[src/core/wdog_pkg.sv]
// Constants, types and register map of the software supervision watchdog.
// Assumes a 125 MHz core clock and an APB register port with 32-bit data.
//
// Contract
// - Time-out or window type, time-out default
// - Type and period programmable only in normal
// - Init, sleep, restart start with long window; code switches it off on sleep entry and on restart entry outside a reset hold
// - New timing restarts timer at once
// - Trigger executes at chip select rising edge
// - Long open window lasts 200 ms
// - Settings one to seven select 10..1000 ms
// - Watchdog reset, count update, then long window
// - Development mode: watchdog fully off
// - Bad triggers increment saturating failure count
// - Failure count clears on listed conditions
// - Time-out: trigger anytime, restarts full period
// - Time-out expiry drives reset low
// - Window: 60 percent closed then open
// - Closed trigger or expiry drives reset low
// - Even parity over data byte, else error
// - Written reserved bit 3 joins parity
// - Guarded stop disable, error clears second arm; code keeps second arm on a parity error
// - Stop trigger or normal re-enables, clears arms
// - Restarting sequence clears set first arm
// - Bus wake restarts watchdog when enabled
package wdog_pkg;

  // ****************************************************************
  // Timing
  // ****************************************************************
  localparam int CLK_PERIOD_NS = 8;           // Core clock period
  localparam int MS_IN_NS = 1000000;          // One millisecond
  localparam int MS_TICK_CYCLES = MS_IN_NS / CLK_PERIOD_NS;
  localparam int LONG_WINDOW_MS = 200;        // Long open window time
  localparam int RESET_HOLD_MS = 10;          // Reset output low time
  localparam int CLOSED_PCT = 60;             // Closed window share
  localparam int WIN_END_PCT = 140;           // Open window end share
  localparam int PCT_FULL = 100;
  localparam int MS_W = 11;                   // Millisecond counter width

  // ****************************************************************
  // Register map (byte addresses) and fields
  // ****************************************************************
  localparam logic [7:0] ADDR_TRIGGER = 8'h00;  // supervisor_trigger_reg
  localparam logic [7:0] ADDR_WAKE = 8'h04;     // wake_control_reg_one
  localparam logic [7:0] ADDR_STATUS = 8'h08;   // Status, error clear
  localparam int TRG_CHK = 7;                   // Checksum bit
  localparam int TRG_ARM2 = 6;                  // stop_disable_arm_second
  localparam int TRG_WIN = 5;                   // window_type_select
  localparam int TRG_RSVD = 3;                  // Reserved, reads zero
  localparam int WK_BUS_EN = 0;                 // bus_wake_restart_enable
  localparam int WK_ARM1 = 1;                   // stop_disable_arm_first
  localparam int ST_SERR = 2;                   // Serial error flag
  localparam int ST_RUN = 3;                    // Watchdog running
  localparam int ST_LONG = 4;                   // Long window active
  localparam logic [2:0] PERIOD_RST = 3'h4;     // Default 100 ms
  localparam logic [1:0] CFG_TWO = 2'h1;        // Configuration 2 code
  localparam logic [1:0] FAIL_MAX_CFG2 = 2'h1;
  localparam logic [1:0] FAIL_MAX_OTHER = 2'h2;

  // ****************************************************************
  // Types
  // ****************************************************************
  typedef enum logic [2:0] {
    MODE_INIT = 3'h0, MODE_NORMAL = 3'h1, MODE_STOP = 3'h2,
    MODE_SLEEP = 3'h3, MODE_RESTART = 3'h4, MODE_FAILSAFE = 3'h5
  } mode_type;

  typedef enum logic [1:0] {
    WD_OFF = 2'h0, WD_LONG = 2'h1, WD_RUN = 2'h2, WD_RESET = 2'h3
  } wd_state_type;

  typedef struct packed {
    logic win;           // window_type_select
    logic [2:0] period;  // period_select_field
  } wd_cfg_type;

  // Period in milliseconds for each setting; zero falls back to 10 ms
  function automatic logic [MS_W-1:0] period_ms(input logic [2:0] sel);
    case (sel)
      3'h2: period_ms = 11'h014;
      3'h3: period_ms = 11'h032;
      3'h4: period_ms = 11'h064;
      3'h5: period_ms = 11'h0c8;
      3'h6: period_ms = 11'h1f4;
      3'h7: period_ms = 11'h3e8;
      default: period_ms = 11'h00a;
    endcase
  endfunction : period_ms

  // Share of a period in milliseconds
  function automatic logic [MS_W-1:0] pct_ms(input logic [MS_W-1:0] p, input int pct);
    int v;
    v = (int'(p) * pct) / PCT_FULL;
    pct_ms = v[MS_W-1:0];
  endfunction : pct_ms

endpackage : wdog_pkg

[src/core/sbc_window_timeout_watchdog.sv]
// Software supervision watchdog with time-out and window types.
// Assumes an APB master on CORE_CLK_I, a mode controller on the same clock
// and chip select, bus wake and reset pin levels arriving asynchronously.
//
// Local design decisions: register access over APB and the address map.
`timescale 1ns/10ps
module sbc_window_timeout_watchdog
  import wdog_pkg::*;
#(
  parameter int MS_TICK = MS_TICK_CYCLES  // Cycles per millisecond tick
) (
  input wire logic CORE_CLK_I,
  input wire logic NRST_I,
  input wire logic PSEL_I,
  input wire logic PENABLE_I,
  input wire logic PWRITE_I,
  input wire logic [7:0] PADDR_I,
  input wire logic [31:0] PWDATA_I,
  output logic [31:0] PRDATA_O,
  output logic PREADY_O,
  output logic PSLVERR_O,
  input wire logic CHIP_SELECT_LOW_I,
  input wire logic BUS_WAKE_I,
  input wire logic RESET_PIN_LEVEL_I,
  input wire logic [2:0] MODE_I,
  input wire logic [1:0] CONFIG_SEL_I,
  input wire logic DEV_MODE_I,
  output logic RESET_OUTPUT_N_O,
  output logic FAILURE_COUNT_BITS_O,
  output logic NORMAL_REQ_O
);

  // ****************************************************************
  // Synchronisers and edge detection
  // ****************************************************************
  logic cs_s1_r, cs_s2_r, cs_d_r;     // Chip select pin
  logic bw_s1_r, bw_s2_r, bw_d_r;     // Bus wake pin
  logic ro_s1_r, ro_s2_r, ro_d_r;     // Reset pin level

  // Two flops per pin, then a delayed copy for edges
  always_ff @(posedge CORE_CLK_I or negedge NRST_I) begin
    if (!NRST_I) begin
      {cs_s1_r, cs_s2_r, cs_d_r} <= 3'h7;
      {bw_s1_r, bw_s2_r, bw_d_r} <= 3'h0;
      {ro_s1_r, ro_s2_r, ro_d_r} <= 3'h0;
    end else begin
      {cs_s1_r, cs_s2_r, cs_d_r} <= {CHIP_SELECT_LOW_I, cs_s1_r, cs_s2_r};
      {bw_s1_r, bw_s2_r, bw_d_r} <= {BUS_WAKE_I, bw_s1_r, bw_s2_r};
      {ro_s1_r, ro_s2_r, ro_d_r} <= {RESET_PIN_LEVEL_I, ro_s1_r, ro_s2_r};
    end
  end

  wire cs_rise = cs_s2_r && !cs_d_r;   // End of serial transfer
  wire bw_rise = bw_s2_r && !bw_d_r;   // Bus wake event
  wire ro_rise = ro_s2_r && !ro_d_r;   // Reset output released

  // ****************************************************************
  // Registers and state
  // ****************************************************************
  mode_type mode;
  assign mode = mode_type'(MODE_I);
  mode_type mode_d_r;                  // Mode one cycle ago
  wd_state_type state_r, state_nxt;    // Watchdog phase
  wd_cfg_type cfg_r, cfg_nxt;          // Type and period
  logic [1:0] fail_cnt_r, fail_cnt_nxt;  // failure_count_bits
  logic arm1_r, arm1_nxt;              // stop_disable_arm_first
  logic arm2_r, arm2_nxt;              // stop_disable_arm_second
  logic bus_en_r, bus_en_nxt;          // bus_wake_restart_enable
  logic serr_r, serr_nxt;              // Serial error flag
  logic pend_r, pend_nxt;              // Trigger write awaits chip select
  logic [7:0] trig_byte_r, trig_byte_nxt;  // Written data byte
  logic cause_wd_r, cause_wd_nxt;      // Last reset came from watchdog
  logic [31:0] prdata_r, prdata_nxt;
  logic [31:0] presc_r;                // Millisecond prescaler
  logic [MS_W-1:0] ms_r;               // Elapsed milliseconds
  logic restart_tmr;                   // Restart both counters
  logic failure_count_bits_r, normal_req_r;

  // ****************************************************************
  // APB decode
  // ****************************************************************
  wire setup = PSEL_I && !PENABLE_I;
  wire access = PSEL_I && PENABLE_I;
  wire hit_trig = (PADDR_I == ADDR_TRIGGER);
  wire hit_wake = (PADDR_I == ADDR_WAKE);
  wire hit_stat = (PADDR_I == ADDR_STATUS);
  wire mapped = hit_trig || hit_wake || hit_stat;
  wire wr_trig = access && PWRITE_I && hit_trig;
  wire wr_wake = access && PWRITE_I && hit_wake;
  wire wr_stat = access && PWRITE_I && hit_stat;
  wire in_normal = (mode == MODE_NORMAL);
  wire in_stop = (mode == MODE_STOP);
  wire mode_chg = (mode != mode_d_r);

  // ****************************************************************
  // Timing limits
  // ****************************************************************
  wire [MS_W-1:0] per_ms = period_ms(cfg_r.period);
  wire [MS_W-1:0] closed_ms = pct_ms(per_ms, CLOSED_PCT);
  wire [MS_W-1:0] win_end_ms = pct_ms(per_ms, WIN_END_PCT);
  wire [MS_W-1:0] run_lim = cfg_r.win ? win_end_ms : per_ms;
  wire [MS_W-1:0] long_lim = MS_W'(LONG_WINDOW_MS);
  wire [MS_W-1:0] hold_lim = MS_W'(RESET_HOLD_MS);
  wire [1:0] fail_max = (CONFIG_SEL_I == CFG_TWO) ? FAIL_MAX_CFG2 : FAIL_MAX_OTHER;

  // Trigger fires when the transfer closes
  wire trig_fire = pend_r && cs_rise;
  wire parity_ok = ~^trig_byte_r;
  wire good_fire = trig_fire && parity_ok;
  wire in_closed = cfg_r.win && (ms_r < closed_ms);
  wire long_exp = (state_r == WD_LONG) && (ms_r >= long_lim);
  wire run_exp = (state_r == WD_RUN) && (ms_r >= run_lim);
  wire hold_done = (state_r == WD_RESET) && (ms_r >= hold_lim);
  wire active = (state_r == WD_LONG) || (state_r == WD_RUN);
  wire bad_trig = good_fire && (state_r == WD_RUN) && in_closed;
  wire fail_evt = !DEV_MODE_I && (long_exp || run_exp || bad_trig);
  wire ms_tick = (presc_r == 32'(MS_TICK - 1));

  // ****************************************************************
  // Millisecond timebase
  // ****************************************************************
  // Prescaler and elapsed counter, restarted together
  always_ff @(posedge CORE_CLK_I or negedge NRST_I) begin
    if (!NRST_I) begin
      presc_r <= 32'h0;
      ms_r <= '0;
    end else if (restart_tmr) begin
      presc_r <= 32'h0;
      ms_r <= '0;
    end else begin
      presc_r <= ms_tick ? 32'h0 : presc_r + 32'h1;
      if (ms_tick && (ms_r != {MS_W{1'b1}})) begin
        ms_r <= ms_r + MS_W'(1);
      end
    end
  end

  // ****************************************************************
  // Watchdog next state
  // ****************************************************************
  always_comb begin
    state_nxt = state_r;
    cfg_nxt = cfg_r;
    fail_cnt_nxt = fail_cnt_r;
    arm1_nxt = arm1_r;
    arm2_nxt = arm2_r;
    bus_en_nxt = bus_en_r;
    cause_wd_nxt = cause_wd_r;
    restart_tmr = 1'b0;
    pend_nxt = pend_r;
    trig_byte_nxt = trig_byte_r;
    // Latch trigger write, consumed at chip select release
    if (wr_trig) begin
      pend_nxt = 1'b1;
      trig_byte_nxt = PWDATA_I[7:0];
    end else if (cs_rise) begin
      pend_nxt = 1'b0;
    end
    // Wake register only writable in normal mode
    if (wr_wake && in_normal) begin
      bus_en_nxt = PWDATA_I[WK_BUS_EN];
      // Starting again with first arm set drops it
      arm1_nxt = arm1_r ? 1'b0 : PWDATA_I[WK_ARM1];
    end
    if (DEV_MODE_I) begin
      // Development mode keeps the watchdog silent
      state_nxt = WD_OFF;
    end else if (state_r == WD_RESET) begin
      // Hold reset low, then long window and normal request
      if (hold_done) begin
        state_nxt = WD_LONG;
        restart_tmr = 1'b1;
      end
    end else if (fail_evt) begin
      // Failure: count, reset low, mode controller told
      state_nxt = WD_RESET;
      restart_tmr = 1'b1;
      cause_wd_nxt = 1'b1;
      if (fail_cnt_r < fail_max) begin
        fail_cnt_nxt = fail_cnt_r + 2'h1;
      end
    end else if (mode_chg) begin
      restart_tmr = 1'b1;
      case (mode)
        MODE_NORMAL: begin
          // Entry to normal opens the long window unless reset hold, failure or development mode wins
          state_nxt = WD_LONG;
          arm1_nxt = 1'b0;
          arm2_nxt = 1'b0;
          cause_wd_nxt = 1'b0;
        end
        MODE_STOP: begin
          if (arm1_r && arm2_r) begin
            state_nxt = WD_OFF;
            fail_cnt_nxt = 2'h0;
          end
        end
        MODE_SLEEP: begin
          state_nxt = WD_OFF;
          fail_cnt_nxt = 2'h0;
        end
        MODE_FAILSAFE: begin
          state_nxt = WD_OFF;
          if (!cause_wd_r) begin
            fail_cnt_nxt = 2'h0;
          end
        end
        default: begin
          state_nxt = WD_OFF;
        end
      endcase
    end else if (mode == MODE_INIT && ro_rise) begin
      // Init starts once reset output releases
      state_nxt = WD_LONG;
      restart_tmr = 1'b1;
    end else if (in_stop && state_r == WD_OFF && (good_fire || (bw_rise && bus_en_r))) begin
      // Stop mode re-enable by trigger or bus wake
      state_nxt = WD_LONG;
      restart_tmr = 1'b1;
      arm1_nxt = 1'b0;
      arm2_nxt = 1'b0;
    end else if (good_fire && active && (in_normal || in_stop)) begin
      // Accepted trigger: clear count and start a fresh period
      state_nxt = WD_RUN;
      restart_tmr = 1'b1;
      fail_cnt_nxt = 2'h0;
      if (in_normal) begin
        cfg_nxt.win = trig_byte_r[TRG_WIN];
        cfg_nxt.period = trig_byte_r[2:0];
        // Second arm only with first arm set
        arm2_nxt = trig_byte_r[TRG_ARM2] && arm1_r;
      end
    end
  end

  // ****************************************************************
  // Serial error flag and read data
  // ****************************************************************
  always_comb begin
    serr_nxt = serr_r;
    if (wr_stat && PWDATA_I[ST_SERR]) begin
      serr_nxt = 1'b0;
    end
    // Set wins over a clear in the same cycle
    if (trig_fire && !parity_ok) begin
      serr_nxt = 1'b1;
    end
    prdata_nxt = prdata_r;
    if (setup && !PWRITE_I) begin
      if (hit_trig) begin
        prdata_nxt = {24'h0, 1'b0, arm2_r, cfg_r.win, 2'h0, cfg_r.period};
      end else if (hit_wake) begin
        prdata_nxt = {30'h0, arm1_r, bus_en_r};
      end else if (hit_stat) begin
        prdata_nxt = {27'h0, state_r == WD_LONG, state_r == WD_RUN, serr_r, fail_cnt_r};
      end else begin
        prdata_nxt = 32'h0;
      end
    end
  end

  // ****************************************************************
  // State registers
  // ****************************************************************
  always_ff @(posedge CORE_CLK_I or negedge NRST_I) begin
    if (!NRST_I) begin
      state_r <= WD_OFF;
      mode_d_r <= MODE_INIT;
      cfg_r <= '{win: 1'b0, period: PERIOD_RST};
      fail_cnt_r <= 2'h0;
      arm1_r <= 1'b0;
      arm2_r <= 1'b0;
      bus_en_r <= 1'b1;
      serr_r <= 1'b0;
      pend_r <= 1'b0;
      trig_byte_r <= 8'h0;
      cause_wd_r <= 1'b0;
      prdata_r <= 32'h0;
    end else begin
      state_r <= state_nxt;
      mode_d_r <= mode;
      cfg_r <= cfg_nxt;
      fail_cnt_r <= fail_cnt_nxt;
      arm1_r <= arm1_nxt;
      arm2_r <= arm2_nxt;
      bus_en_r <= bus_en_nxt;
      serr_r <= serr_nxt;
      pend_r <= pend_nxt;
      trig_byte_r <= trig_byte_nxt;
      cause_wd_r <= cause_wd_nxt;
      prdata_r <= prdata_nxt;
    end
  end

  // Event pulses to the mode controller
  always_ff @(posedge CORE_CLK_I or negedge NRST_I) begin
    if (!NRST_I) begin
      failure_count_bits_r <= 1'b0;
      normal_req_r <= 1'b0;
    end else begin
      failure_count_bits_r <= fail_evt && (state_r != WD_RESET);
      normal_req_r <= hold_done && !DEV_MODE_I;
    end
  end

  // ****************************************************************
  // Outputs
  // ****************************************************************
  assign PRDATA_O = prdata_r;
  assign PREADY_O = 1'b1;
  assign PSLVERR_O = access && !mapped;
  assign RESET_OUTPUT_N_O = (state_r != WD_RESET);
  assign FAILURE_COUNT_BITS_O = failure_count_bits_r;
  assign NORMAL_REQ_O = normal_req_r;
endmodule : sbc_window_timeout_watchdog

[config.mk]
export PLATFORM = sky130hd
export DESIGN_NAME = sbc_window_timeout_watchdog
export DESIGN_NICKNAME = d
export VERILOG_FILES = /design/src/core/wdog_pkg.sv /design/src/core/sbc_window_timeout_watchdog.sv
export SDC_FILE = /design/constraint.sdc
export NUM_CORES = 1
export LEC_CHECK = 0
export BUFFER_PORTS_ARGS = -buffer_cell sky130_fd_sc_hd__buf_2
export CORE_MARGIN = 2
export CORE_UTILIZATION = 56
export CTS_CLUSTER_DIAMETER = 80
export DETAILED_ROUTE_END_ITERATION = 8
export GPL_TIMING_DRIVEN = 0
export PLACE_DENSITY_LB_ADDON = 0.08
export SYNTH_ARGS = -nofsm -noshare
export SYNTH_HDL_FRONTEND = slang
export SYNTH_SLANG_ARGS = --single-unit
[constraint.sdc]
create_clock -name CORE_CLK_I -period 15.05 [get_ports CORE_CLK_I]
set_input_delay 0.7525 -clock CORE_CLK_I [delete_from_list [all_inputs] [get_ports CORE_CLK_I]]
set_output_delay 0.7525 -clock CORE_CLK_I [all_outputs]
set_load 0.03 [all_outputs]
==> metrics.cfg <==
[run_status]
status=complete, no violations

[global_route]
grt.overflow.total=0
grt_util_all_layers=0.2912
busiest_layer=met2
grt_pass1_vias=9585
grt_pass1_wl_mm=47.83
antenna_found_initial=0
use_met1=0.3879
grt_max_degree=55
gr-usage-met3=0.02446
use_met2=0.5089

[detailed_routing]
drt_iter0_drc=763
vias=10506
drt-total-wl_mm=29.28
via_per_inst=6.283
wl_per_cell_um=17.51
drcViolationCount=0
firstDrtPassIters=5
detail-route-antenna-nets=0

[placed_design]
postPlaceCellArea_um2=11120
place_hpwl_mm=21.96
dp_cells=1647
portBuffers=40
gp_congestion=0.9149

[floorplanning]
rows=50
ioPinCount=91
start_util=0.5653
core_um2=18580
die_w_um=141.0
die_area_um2=19870
die_h_um=141.0

[synthesis]
async_flop_share=1.000
syn-cell-area_um2=10500
seq_area_frac_synth=0.2055
ys_seq_elements=86
yosys_warnings=0
synth_edf_count=0
syn_avg_cell_area_um2=7.798
ys.flop_type=dfrtp_1
synth.distinct_cells=101
synth_cells=1347

[timing]
maxSlewViolCount=0
period_share=0.9513
fin_hold_ws_ns=0.3503
fin_skew_ns=0.007638
relSlewSlack=0.08470
setup_violations=0
fmax_ghz=0.06985
setup_tns_ns=0
worst_pin_slew_ns=1.338
fin_crit_ns=14.32
final_hold_viol_count=0

[final_layout]
area_growth_pct=11.40
layout_common_cells=nor2_1, nand2_1, dfrtp_1
nNetsFinal=1568
finalNonFillerCells=1672
final_common_cell=nor2_1
fillers=1692
final_area_um2=11700
drive_gt1_frac=0.1453
diodes=0

[clock_tree]
cts_tree=built
cts_buffers=9
htreeDepth=3
cts-root-buf=clkbuf_16
clockBufferDepth=2
cts_sinks=86
insertion_delay_ns=0.34
clkTransAtPathRegs_ns=0.06

[pwr]
p_leak_nw=5.241
vdd_ir_drop_max_mv=0.08503
internal-power_mw=0.4362
pwr-share-seq=0.426
power.switching_mw=0.1307
p_sw_frac=0.2306
clkPwrFrac=0.482
power_frac_comb=0.092
power.density_nw_per_um2=48.46

[critical_path]
r2r-start=cfg_r[1]$_DFFE_PN0P_
cp_max_fo=10
endpoint_kind=flip-flop
start_kind=flip-flop
required_ns=15.27
slowest_stage=o21ai_0
slowest_delay_ns=0.45
critical_path_class=flip-flop to flip-flop
crit_path_start=cfg_r[1]$_DFFE_PN0P_
arrival_ns=14.53

[hold_path]
hold_path_class=input port to asynchronous set/reset pin

[flow_run]
drv_cap=0

## cell usage after synthesis, types with 16 or more instances
master,n,area share
and2_1,21,0.013
or3_1,16,0.0095
o211ai_1,17,0.012
a31oi_1,19,0.011
nand4_1,20,0.012
inv_1,61,0.022
o21ai_0,61,0.029
a21oi_1,79,0.038
nand2_1,121,0.043
dfrtp_1,81,0.19
nor2b_1,20,0.012
mux2_2,20,0.021
a21o_1,19,0.014
nand3_1,41,0.020
nor3_1,37,0.018
clkbuf_1,38,0.014
ha_1,70,0.083
nor4_1,19,0.011
and3_1,19,0.011
nand2b_1,17,0.010
xnor2_1,52,0.043
buf_4,28,0.020
xor2_1,36,0.030
nor2_1,146,0.052
## flip-flops by register name, indices dropped and copies added (netlist names), 2 cells and up
register / cells
PRDATA_O: 7
trig_byte_r: 8
state_r: 2
mode_d_r: 3
presc_r: 32
ms_r: 11
cfg_r: 4
fail_cnt_r: 2
## critical path, delay by kind of cell (launching register included)
family	cells	cell delay, ns
muxes	1	0.38
and+or+nand+nor	20	3.20
adders and majority gates	7	1.88
AOI/OAI and AO/OA	28	5.84
DFF	1	0.38
xor gates and xnor gates	1	0.18
buffers and inverters	11	2.29
## cell type report
type	count	area, um2	area share
Buffer	77	436.7	0.03732
Inverter	65	244.0	0.02085
Multi-Input combinational cell	1143	7896	0.6748
Sequential cell	86	2158	0.1845
Clock inverter	7	142.6	0.01219
Timing Repair Buffer	51	305.3	0.02609
Tap cell	234	292.8	0.02502
Clock buffer	9	225.2	0.01925
## per-stage QoR
| step | utilization | setup slack (ns) | total power, mW |
|---|---|---|---|
| after CTS | 0.6210 | 0.04021 | 0.5709 |
| after detailed placement | 0.5985 | -1.272 | 0.2981 |
| after global placement | 0.5969 | -0.9652 | 0.2965 |
| after floorplan | - | 2.668 | 0.2804 |
| final | 0.6298 | 0.7331 | 0.5670 |
| after global routing | 0.6298 | -0.08624 | 0.5871 |
## per-layer routing
layer	vias to the layer above	wire length, um	part of all wire
met5	-	0	0
met4	0	454	0.016
met3	41	1353	0.046
met2	360	14460	0.49
met1	5018	13000	0.44
li1	5087	-	-
## cells by family (layout without fill, tap and decap cells)
kind of cell               Yosys count  after routing  share of synthesized area
and+or+nand+nor                    543            543                     0.2656
adders and majority gates           82             82                     0.1053
buffers and inverters              143            209                    0.06397
other                                2             27                  0.0007150
AOI/OAI and AO/OA                  366            366                     0.2434
xor gates and xnor gates            89             89                    0.07600
DFF                                 86             86                     0.2055
muxes                               36             36                    0.03955
## power by group through the flow
| stage | clock [mW] | sequential (mW) | combinational, mW |
|---|---|---|---|
| floorplan | 0 | 0.246 | 0.0340 |
| global placement | 0 | 0.246 | 0.0508 |
| detailed placement | 0 | 0.246 | 0.0522 |
| CTS | 0.277 | 0.242 | 0.0524 |
| global route | 0.287 | 0.242 | 0.0581 |
| finish | 0.273 | 0.242 | 0.0521 |
## final timing paths
check | to | slack [ns] | cells after the start
max in group asynchronous | bus_en_r$_DFFE_PN1P_ | 14.04 | 2
worst max-delay path | cfg_r[1]$_DFFE_PN0P_ | 0.73 | 68
worst max register to register | cfg_r[1]$_DFFE_PN0P_ | 0.73 | 68
min in group CORE_CLK_I | bw_s2_r$_DFF_PN0_ | 0.35 | 0
worst min-delay path | presc_r[12]$_DFF_PN0_ | 0.35 | 1
worst min register to register | bw_s2_r$_DFF_PN0_ | 0.35 | 0
## what timing repair did
action	CTS	global route
setup buffers	0	10
setup endpoints to repair	55	55
pin swaps	0	5
gates resized for setup	14	30
hold buffers	0	0
(Power assumes the default switching activity.)
